<file path="config.mk">
export PLATFORM = sky130hd
export DESIGN_NAME = bms_boot_sequencer
export DESIGN_NICKNAME = d
export VERILOG_FILES = /design/src/verilog/bms_pkg.sv /design/src/verilog/bms_word_packer.sv /design/src/verilog/bms_boot_sequencer.sv
export SDC_FILE = /design/constraint.sdc
export NUM_CORES = 1
export LEC_CHECK = 0
export CORE_ASPECT_RATIO = 1.75
export CORE_UTILIZATION = 45
export DETAILED_ROUTE_END_ITERATION = 12
export DONT_BUFFER_PORTS = 1
export GPL_TIMING_DRIVEN = 1
export PLACE_DENSITY = 0.68
export SLEW_MARGIN = 5
export SYNTH_ARGS = -nofsm -noshare
export SYNTH_HDL_FRONTEND = slang
export SYNTH_HIERARCHICAL = 1
export SYNTH_SLANG_ARGS = --single-unit
</file>
<file path="constraint.sdc">
create_clock -name i_clk_sys -period 7 [get_ports i_clk_sys]
set_input_delay 0 -clock i_clk_sys [delete_from_list [all_inputs] [get_ports i_clk_sys]]
set_output_delay 0 -clock i_clk_sys [all_outputs]
set_load 0.01 [all_outputs]
</file>
<file path="src/verilog/bms_pkg.sv">
/*
 * Shared constants, types and helpers of the boot mode sequencer.
 * Assumes that every user writes bms_pkg::name and never imports it.
 */
package bms_pkg;

  ////////////////////////////////////////////////////////////////////////////
  // Boot image and address constants.
  localparam int          BOOT_BYTES     = 1024;
  localparam int          BOOT_WORDS     = BOOT_BYTES / 4;
  localparam int          WORD_BYTES     = 4;
  localparam logic [31:0] CPU_START_ADDR = 32'h0000_0000;
  localparam logic [31:0] BOOT_DEST_ADDR = 32'h0000_0000;
  localparam logic [31:0] BOOT_ROM_BASE  = 32'h0000_0000;

  ////////////////////////////////////////////////////////////////////////////
  // Strap encodings.
  localparam logic [1:0] MODE_HOST  = 2'h0;
  localparam logic [1:0] MODE_EMU   = 2'h1;
  localparam logic [1:0] MODE_EXTERNAL_MEMORY_INTERFACE  = 2'h2;
  localparam logic [1:0] WIDTH_8    = 2'h0;
  localparam logic [1:0] WIDTH_16   = 2'h1;
  localparam logic [1:0] WIDTH_32   = 2'h2;

  ////////////////////////////////////////////////////////////////////////////
  // Types.
  typedef enum logic [4:0] {
    ST_RESET     = 5'h01,
    ST_HOST_WAIT = 5'h02,
    ST_COPY_RD   = 5'h04,
    ST_COPY_WR   = 5'h08,
    ST_RUN       = 5'h10
  } bms_state_e;

  typedef struct packed {
    logic [1:0] mode;
    logic [1:0] width;
    logic       big_endian;
  } bms_straps_s;

  typedef struct packed {
    logic        req;
    logic [31:0] addr;
  } bms_rom_req_s;

  typedef struct packed {
    logic        valid;
    logic [31:0] addr;
    logic [31:0] data;
  } bms_mem_wr_s;

  ////////////////////////////////////////////////////////////////////////////
  // Bytes delivered by one ROM read for a given ROM width.
  function automatic logic [2:0] bms_lane_bytes(input logic [1:0] width);
    logic [2:0] n;
    n = 3'h4;
    if (width == WIDTH_8) begin
      n = 3'h1;
    end else if (width == WIDTH_16) begin
      n = 3'h2;
    end
    return n;
  endfunction

endpackage

</file>
<file path="src/verilog/bms_word_packer.sv">
/*
 * Packs 8-bit or 16-bit ROM reads into 32-bit instruction words.
 * Assumes narrow ROM data sits in the low bits of i_data and that the
 * width and byte order stay fixed while a boot copy runs.
 */
`timescale 1ns/100ps
module bms_word_packer (
  input  wire logic        i_clk_sys,
  input  wire logic        i_resetn,
  input  wire logic [1:0]  i_width,
  input  wire logic        i_big_endian,
  input  wire logic        i_valid,
  input  wire logic [31:0] i_data,
  output logic             o_word_valid,
  output logic [31:0]      o_word
);

  logic [31:0] acc_reg;
  logic [2:0]  fill_reg;
  logic [2:0]  bytes;
  logic [31:0] lane;
  logic [31:0] acc_next;

  always_comb begin
    bytes = bms_pkg::bms_lane_bytes(i_width);
    lane  = i_data;
    if (bytes == 3'h1) begin
      lane = {24'h00_0000, i_data[7:0]};
    end else if (bytes == 3'h2) begin
      lane = {16'h0000, i_data[15:0]};
    end
    // Big-endian images hold the first byte in the most significant lane.
    if (i_big_endian) begin
      acc_next = (acc_reg << {bytes, 3'h0}) | lane;
    end else begin
      acc_next = acc_reg | (lane << {fill_reg, 3'h0});
    end
  end

  always_ff @(posedge i_clk_sys or negedge i_resetn) begin
    if (!i_resetn) begin
      acc_reg      <= 32'h0000_0000;
      fill_reg     <= 3'h0;
      o_word_valid <= 1'b0;
      o_word       <= 32'h0000_0000;
    end else begin
      o_word_valid <= 1'b0;
      if (i_valid) begin
        if (fill_reg + bytes == 3'h4) begin
          o_word_valid <= 1'b1;
          o_word       <= acc_next;
          acc_reg      <= 32'h0000_0000;
          fill_reg     <= 3'h0;
        end else begin
          acc_reg  <= acc_next;
          fill_reg <= fill_reg + bytes;
        end
      end
    end
  end

endmodule

</file>
<file path="src/verilog/bms_boot_sequencer.sv">
/*
 * Reset and boot sequencing: internal reset, CPU stall, host and
 * emulation release, and the boot ROM copy to the start of memory.
 * Assumes a synchronous ROM read port, a memory write port with ready,
 * and host-port strobes for setting and clearing the host interrupt bit.
 */
`timescale 1ns/100ps
module bms_boot_sequencer #(
  parameter logic [31:0] ROM_BASE = bms_pkg::BOOT_ROM_BASE
) (
  input  wire logic                  i_clk_sys,
  input  wire logic                  i_resetn,
  input  wire logic [1:0]            i_boot_mode,
  input  wire logic [1:0]            i_rom_width,
  input  wire logic                  i_big_endian,
  input  wire logic                  i_hostint_set,
  input  wire logic                  i_hostint_clear,
  input  wire logic                  i_rom_ack,
  input  wire logic [31:0]           i_rom_data,
  input  wire logic                  i_mem_wr_ready,
  output logic                       o_int_resetn,
  output logic                       o_cpu_stall,
  output logic                       o_cpu_start,
  output logic [31:0]                o_cpu_start_addr,
  output logic                       o_host_mem_en,
  output logic                       o_hostint_bit,
  output logic                       o_cpu_hostint,
  output bms_pkg::bms_straps_s       o_straps,
  output bms_pkg::bms_rom_req_s      o_rom_rd,
  output bms_pkg::bms_mem_wr_s       o_mem_wr
);

  ////////////////////////////////////////////////////////////////////////////
  // State.
  bms_pkg::bms_state_e state_reg;
  logic [8:0]          word_cnt_reg;
  logic                ack_d_reg;
  logic                pk_valid;
  logic [31:0]         pk_word;
  logic                last_word;
  logic                host_style;

  assign last_word  = (word_cnt_reg == 9'(bms_pkg::BOOT_WORDS - 1));
  assign host_style = (o_straps.mode == bms_pkg::MODE_HOST) ||
                      (o_straps.mode == bms_pkg::MODE_EMU);

  ////////////////////////////////////////////////////////////////////////////
  // Straps are caught by a clocked edge after release, never by the reset.
  always_ff @(posedge i_clk_sys or negedge i_resetn) begin
    if (!i_resetn) begin
      o_straps     <= '0;
      o_int_resetn <= 1'b0;
    end else if (!o_int_resetn) begin
      o_straps     <= {i_boot_mode, i_rom_width, i_big_endian};
      o_int_resetn <= 1'b1;
    end
  end

  ////////////////////////////////////////////////////////////////////////////
  // Boot state machine.
  always_ff @(posedge i_clk_sys or negedge i_resetn) begin
    if (!i_resetn) begin
      state_reg        <= bms_pkg::ST_RESET;
      o_cpu_stall      <= 1'b1;
      o_cpu_start      <= 1'b0;
      o_cpu_start_addr <= bms_pkg::CPU_START_ADDR;
      o_host_mem_en    <= 1'b0;
    end else begin
      o_cpu_start <= 1'b0;
      unique case (state_reg)
        bms_pkg::ST_RESET: begin
          if (o_int_resetn) begin
            o_host_mem_en <= 1'b1;
            // Unused mode codes copy the ROM, so no stray strap can hang.
            if (!host_style) begin
              state_reg <= bms_pkg::ST_COPY_RD;
            end else begin
              state_reg <= bms_pkg::ST_HOST_WAIT;
            end
          end
        end
        bms_pkg::ST_HOST_WAIT: begin
          // A bit already set by the emulator releases just the same.
          if (o_hostint_bit && host_style) begin
            state_reg        <= bms_pkg::ST_RUN;
            o_cpu_stall      <= 1'b0;
            o_cpu_start      <= 1'b1;
            o_cpu_start_addr <= bms_pkg::CPU_START_ADDR;
          end
        end
        bms_pkg::ST_COPY_RD: begin
          if (pk_valid) begin
            state_reg <= bms_pkg::ST_COPY_WR;
          end
        end
        bms_pkg::ST_COPY_WR: begin
          if (i_mem_wr_ready) begin
            if (last_word) begin
              state_reg        <= bms_pkg::ST_RUN;
              o_cpu_stall      <= 1'b0;
              o_cpu_start      <= 1'b1;
              o_cpu_start_addr <= bms_pkg::CPU_START_ADDR;
            end else begin
              state_reg <= bms_pkg::ST_COPY_RD;
            end
          end
        end
        bms_pkg::ST_RUN: begin
          state_reg <= bms_pkg::ST_RUN;
        end
        default: begin
          state_reg <= bms_pkg::ST_RESET;
        end
      endcase
    end
  end

  ////////////////////////////////////////////////////////////////////////////
  // Host interrupt bit: a set in the clearing cycle wins.
  always_ff @(posedge i_clk_sys or negedge i_resetn) begin
    if (!i_resetn) begin
      o_hostint_bit <= 1'b0;
      o_cpu_hostint <= 1'b0;
    end else begin
      if (i_hostint_set) begin
        o_hostint_bit <= 1'b1;
      end else if (i_hostint_clear) begin
        o_hostint_bit <= 1'b0;
      end
      // Only a fresh set while running reaches the CPU as an interrupt.
      o_cpu_hostint <= i_hostint_set && !o_hostint_bit &&
                       (state_reg == bms_pkg::ST_RUN);
    end
  end

  ////////////////////////////////////////////////////////////////////////////
  // Single-frame block copy: one request at a time, never pipelined, so
  // the ROM side needs no flow control beyond its ack.
  always_ff @(posedge i_clk_sys or negedge i_resetn) begin
    if (!i_resetn) begin
      o_rom_rd     <= '0;
      o_mem_wr     <= '0;
      word_cnt_reg <= 9'h000;
      ack_d_reg    <= 1'b0;
    end else begin
      ack_d_reg <= o_rom_rd.req && i_rom_ack;
      if (o_rom_rd.req && i_rom_ack) begin
        o_rom_rd.req  <= 1'b0;
        o_rom_rd.addr <= o_rom_rd.addr +
                         32'(bms_pkg::bms_lane_bytes(o_straps.width));
      end else if (state_reg == bms_pkg::ST_RESET) begin
        o_rom_rd.addr <= ROM_BASE;
      end else if (state_reg == bms_pkg::ST_COPY_RD && !o_rom_rd.req &&
                   !ack_d_reg && !pk_valid) begin
        o_rom_rd.req <= 1'b1;
      end
      if (state_reg == bms_pkg::ST_COPY_RD && pk_valid) begin
        o_mem_wr.valid <= 1'b1;
        o_mem_wr.data  <= pk_word;
        o_mem_wr.addr  <= bms_pkg::BOOT_DEST_ADDR +
                          {21'h00_0000, word_cnt_reg, 2'h0};
      end else if (o_mem_wr.valid && i_mem_wr_ready) begin
        o_mem_wr.valid <= 1'b0;
        word_cnt_reg   <= word_cnt_reg + 9'h001;
      end
    end
  end

  bms_word_packer u_packer (
    .i_clk_sys    (i_clk_sys),
    .i_resetn     (i_resetn),
    .i_width      (o_straps.width),
    .i_big_endian (o_straps.big_endian),
    .i_valid      (o_rom_rd.req && i_rom_ack),
    .i_data       (i_rom_data),
    .o_word_valid (pk_valid),
    .o_word       (pk_word)
  );
endmodule

</file>
Yosys cells after proc, flatten, opt, wreduce, memory -nomap -nowiden. Index checks and enable logic that the tools add are counted.

Register bits: 201. Logic and storage cells: 111.

Reductions and logical operators: 27. Shifts and indexed selects: 2. Equal/unequal tests: 17. $add $sub $neg: 3. Bitwise operators: 3. Multiplexer cells: 37.

Operators with widths (count): two-way mux 32 bit (8); bitwise OR 32 bit (2); case mux 32 bit (2 select lines) (1); << shifter 32 x 6 -> 32 bit (2); two-way mux 33 bit (1); adder 32 x 3 -> 32 bit (1); two-way mux 5 bit (5); case mux 5 bit (5 select lines) (1); two-way mux 3 bit (5); two-way mux 1 bit (14); nonzero test 2 bit (5); adder 9 x 1 -> 9 bit, second input constant (1); == test 9 x 8 -> 1 bit, second input constant (1); logical AND 1 bit (9); != test 2 bit, second input constant (4); AND reduction 2 bit (4); AND reduction 4 bit (2); == test 5 x 1 -> 1 bit, second input constant (1); == test 5 x 2 -> 1 bit, second input constant (1); == test 5 x 3 -> 1 bit, second input constant (1); == test 5 x 4 -> 1 bit, second input constant (1); == test 5 bit, second input constant (1); == test 2 x 1 -> 1 bit, second input constant (2); zero test 1 bit (4); 9 further kinds (12).

Longest topological paths before layout.
Depth in word-level cells: 10. Depth in mapped cells: 11. Gate-level depth less buffers: 8.

Modules after synthesis. The synthesis kept the hierarchy.

Modules (own cells, without submodules): bms_boot_sequencer (area an instance 4937.2 um^2, sequential area each 2529.9 um^2, instances 1, cells each 428); bms_word_packer (area an instance 4050.1 um^2, sequential area each 1701.6 um^2, instances 1, cells each 421).

Worst setup path before layout. OpenSTA, ideal clock, no wires.

Kind: register -> register. Start point: register o_straps[2] (netlist name). End point: register u_packer.acc_reg[0]. Arrival: 2529 ps. Library setup time: 122 ps. Cell stages (with the launch flop): 11. Setup slack: 4350 ps. Required time: 6878 ps. Clock period less this slack: 2650 ps. Cells stage by stage: dfrtp_1 -> buf_2 -> buf_6 -> nor2_2 -> ha_1 -> fa_1 -> nor2_1 -> nand2_1 -> and2_1 -> buf_2 -> a32o_1.

Cells in the longest elaborated chain, start to end: 10.

RTL lines: start: declaration (line bms_boot_sequencer.sv:28) `output bms_pkg::bms_straps_s o_straps,`; start signal: assignment (line bms_boot_sequencer.sv:54) `o_straps <= {i_boot_mode, i_rom_width, i_big_endian};`; == test 2 x 1 -> 1 bit (line bms_pkg.sv:59) `end else if (width == WIDTH_16) begin`; two-way mux 3 bit (line bms_pkg.sv:59); two-way mux 3 bit * (line bms_pkg.sv:57) `if (width == WIDTH_8) begin`; == test 3 x 2 -> 1 bit (line bms_word_packer.sv:29) `end else if (bytes == 3'h2) begin`; two-way mux 32 bit (line bms_word_packer.sv:29); two-way mux 32 bit (line bms_word_packer.sv:27) `if (bytes == 3'h1) begin`; << shifter 32 x 6 -> 32 bit (line bms_word_packer.sv:36) `acc_next = acc_reg | (lane << {fill_reg, 3'h0});`; bitwise OR 32 bit (line bms_word_packer.sv:36); two-way mux 32 bit (line bms_word_packer.sv:33) `if (i_big_endian) begin`; two-way mux 32 bit * (line bms_word_packer.sv:49) `if (fill_reg + bytes == 3'h4) begin`; end signal: assignment (line bms_word_packer.sv:55) `acc_reg <= acc_next;`; end: declaration (line bms_word_packer.sv:18) `logic [31:0] acc_reg;`.

Mark *: on every way between the ends. The rest lies on a longest branch, timed or not. A chain may end at the register's enable or synchronous reset.

Worst setup path in the final report.
Start point: register o_straps[2] (netlist name). End point: register u_packer.o_word[26].

Cells in the longest elaborated chain, start to end: 9.

RTL lines: == test 2 x 1 -> 1 bit (line bms_pkg.sv:59); two-way mux 3 bit (line bms_pkg.sv:59); two-way mux 3 bit * (line bms_pkg.sv:57); == test 3 x 2 -> 1 bit (line bms_word_packer.sv:29); two-way mux 32 bit (line bms_word_packer.sv:29); two-way mux 32 bit (line bms_word_packer.sv:27); << shifter 32 x 6 -> 32 bit (line bms_word_packer.sv:36); bitwise OR 32 bit (line bms_word_packer.sv:36); two-way mux 32 bit (line bms_word_packer.sv:33); end signal: assignment (line bms_word_packer.sv:51) `o_word <= acc_next;`; end: declaration (line bms_word_packer.sv:15) `output logic [31:0] o_word`.

Marked as above.

==> load_flow_metrics.sql <==
INSERT INTO impl_metrics (metric_group, metric, value, unit) VALUES
('status', 'run_status', 'finished, final reports clean', ''),
('yosys', 'synth.top_cells.by_count', '167 x dfrtp_1, 91 x nand2_1, 60 x mux2_2', ''),
('yosys', 'synth.yosys.seq_area_share', '0.4708', ''),
('final_layout', 'nets', '917', ''),
('floorplan', 'placement_rows', '68', ''),
('cts', 'clock_sinks', '169', ''),
('sta', 'setup_violations', '0', ''),
('final_layout', 'top_register', 'o_mem_wr', ''),
('yosys', 'post_synth_inst_count', '849', ''),
('job', 'maxCapViolCount', '0', ''),
('yosys', 'post-synth-top-area-cell', 'dfrtp_1', ''),
('routing', 'route.vias.total', '6570', ''),
('critical_path', 'timing.setup.critical_path_class', 'flip-flop to flip-flop', ''),
('critical_path', 'worstPathArrival', '3770', 'ps'),
('routing', 'drt_pre_antenna_iters', '5', ''),
('yosys', 'netlist_top_cells_area', 'dfrtp_1 46%, mux2_2 7.5%, mux2i_1 5.2%', ''),
('place', 'routabilityCongestion', '0.9162', ''),
('pwr', 'power_density_over_the_cells', '327.3', 'mW/mm^2'),
('final_layout', 'register_area', '0.004232', 'mm^2'),
('final_layout', 'largest_register_ffs', '42', ''),
('cts', 'post-cts-setup-buffer-count', '0', ''),
('yosys', 'postSynth.topFlopCell', 'dfrtp_1', ''),
('floorplan', 'ios', '184', ''),
('yosys', 'synth_largest_type_area_fraction', '0.4650', ''),
('critical_path', 'cp-start-kind', 'flip-flop', ''),
('sta', 'final.min_clock_period', '3404', 'ps'),
('final_layout', 'multiInputGateArea', '0.004165', 'mm^2'),
('final_layout', 'fin_cells', '1124', ''),
('sta', 'fin_worst_skew', '10.20', 'ps'),
('pwr', 'irDropWorstVdd', '0.0001982', 'V'),
('critical_path', 'critical_path_required_time', '7360', 'ps'),
('floorplan', 'start_util', '0.4573', ''),
('worst_hold_path', 'hp-class', 'input port to flip-flop', ''),
('sta', 'slew_viol_final', '0', ''),
('cts', 'h-tree-depth', '4', ''),
('final_layout', 'share_of_post_route_cells_with_drive_strength_above_1', '0.1388', ''),
('routing', 'route.detailed.wl_per_inst', '20.09', 'um'),
('cts', 'cts_root_buffer', 'clkbuf_16', ''),
('final_layout', 'synthToLayoutAreaGrowth', '10.07', '%'),
('routing', 'drtAntennaViolNets', '0', ''),
('cts', 'worst_skew_pair.late_latency', '430', 'ps'),
('place', 'detailed_placement_hpwl', '15180', 'um'),
('sta', 'hold_violations', '0', ''),
('sta', 'timing.setup.tns', '0', 'ps'),
('final_layout', 'top_regs', 'o_mem_wr (42), o_rom_rd (33)', ''),
('routing', 'totalWireLength', '22580', 'um'),
('yosys', 'async_flop_share', '1.000', ''),
('place', 'dp_cells', '1052', ''),
('cts', 'cts_inserted_buffers', '17', ''),
('yosys', 'combinational_family_with_the_most_area_after_synthesis', 'simple AND/OR/NAND/NOR gates', ''),
('final_layout', 'antenna-diode-count', '0', ''),
('yosys', 'synth_mux_area_frac', '0.1338', ''),
('yosys', 'synth_fa_ha_area_frac', '0.01281', ''),
('routing', 'drt-initial-drc-count', '464', ''),
('global_route', 'grt_first_pass_wirelength', '34820', 'um'),
('yosys', 'synth_warnings', '6', ''),
('global_route', 'grt_max_degree', '170', ''),
('yosys', 'synth_seq_cells', '169', ''),
('final_layout', 'fin_util', '0.5033', ''),
('sta', 'max_freq', '0.2938', 'GHz'),
('place', 'io_buffers', '0', ''),
('floorplan', 'core_region_area', '0.01965', 'mm^2'),
('cts', 'clk_path_buf_depth', '2', ''),
('routing', 'route.detailed.drc', '0', ''),
('floorplan', 'floorplan.die_area', '0.02056', 'mm^2'),
('yosys', 'synth_compound_gate_area_share', '0.1360', ''),
('yosys', 'basic_gate_share_of_the_synthesized_area_counting_and_or_nand_and_nor_cells', '0.1424', ''),
('yosys', 'synth_area', '0.008987', 'mm^2'),
('global_route', 'grt_usage', '0.2255', ''),
('yosys', 'synth_most_common_cell', 'dfrtp_1', ''),
('critical_path', 'timing.critical_path.fanout_max', '44', '');
==> repair_timing <==
item                      in CTS  in global routing
gates resized for setup        0                  0
hold buffers                  40                  0
hold endpoints to repair     248                  0
==> final cells by class <==
| type | count | share of cell area |
|---|---|---|
| clock inverters | 13 | 0.01455 |
| clock buffers | 19 | 0.04478 |
| flip-flops and latches | 169 | 0.4278 |
| well taps | 245 | 0.03099 |
| inverters | 35 | 0.01328 |
| multi-input cells | 596 | 0.4211 |
| repair buffers | 47 | 0.04756 |
==> per-stage QoR <==
step | power (mW) | setup WS (ps) | instance area, um^2
5_1_grt | 3.417 | 3320 | 9892
6_report | 3.238 | 3596 | 9892
2_1_floorplan | 2.051 | 4350 | 9190
3_3_place_gp | 2.243 | 4196 | 8887
3_5_place_dp | 2.261 | 4054 | 8887
4_1_cts | 3.260 | 3571 | 9892
==> final timing paths <==
path | start | to | slack [ps] | depth (start not counted)
max | o_straps[2]$_DFFE_PN0N_ | u_packer/o_word[26]$_DFFE_PN0P_ | 3600 | 8
min | i_rom_data[25] | u_packer/o_word[25]$_DFFE_PN0P_ | 30 | 4
max reg2reg | o_straps[2]$_DFFE_PN0N_ | u_packer/o_word[26]$_DFFE_PN0P_ | 3600 | 8
min reg2reg | ack_d_reg$_DFF_PN0_ | o_rom_rd[32]$_DFFE_PN0P_ | 420 | 1
max in group asynchronous | i_resetn | u_packer/acc_reg[20]$_DFFE_PN0P_ | 6080 | 2
min in group asynchronous | i_resetn | o_cpu_hostint$_DFF_PN0_ | 260 | 2
==> layer usage <==
layer	share of wire	track usage
met4	0.059	0.1497
met2	0.51	0.3766
met5	0	0
met3	0.067	0.05542
met1	0.37	0.2495
==> cell usage in the layout, fill, tap and decap left out, types with 8 or more instances in the layout <==
cell type and instances:
nor2_1 20, nand3_1 19, dlygate4sd3_1 39, o21ai_0 35, nand2_1 91, mux2i_1 47
o32ai_1 25, clkbuf_16 17, a211oi_1 17, a21oi_1 21, nand4_1 19, and2_1 18
dfrtp_1 167, and3_1 19, a32o_1 8, conb_1 56, nor2b_1 12, inv_1 34
nand2b_1 13, mux2_2 60, o31ai_1 25
==> worst max-delay path, stage by stage, from the launching register on <==
cell	delay, ps
dfrtp_1	360
buf_4	440
nor2b_1	130
fa_1	480
nor2_1	280
nand3_2	360
buf_4	400
o31ai_1	270
dlygate4sd3_1	580
==> report_power, final <==
group / switching [mW] / internal (mW)
Clock: 0.397 / 0.538
Combinational: 0.531 / 0.365
Sequential: 0.221 / 1.19
Total: 1.15 / 2.09
==> logic make-up (layout without fill, tap and decap cells) <==
group	after synthesis	in the layout
XOR/XNOR	13	13
AND/OR/NAND/NOR	241	241
multiplexers	112	112
flip-flops	169	169
buffers and inverters	138	114
other	2	56
adder cells (fa/ha/maj)	8	8
AO/OA/AOI/OAI	166	166
Note: power is estimated with default switching activity, not from simulation.
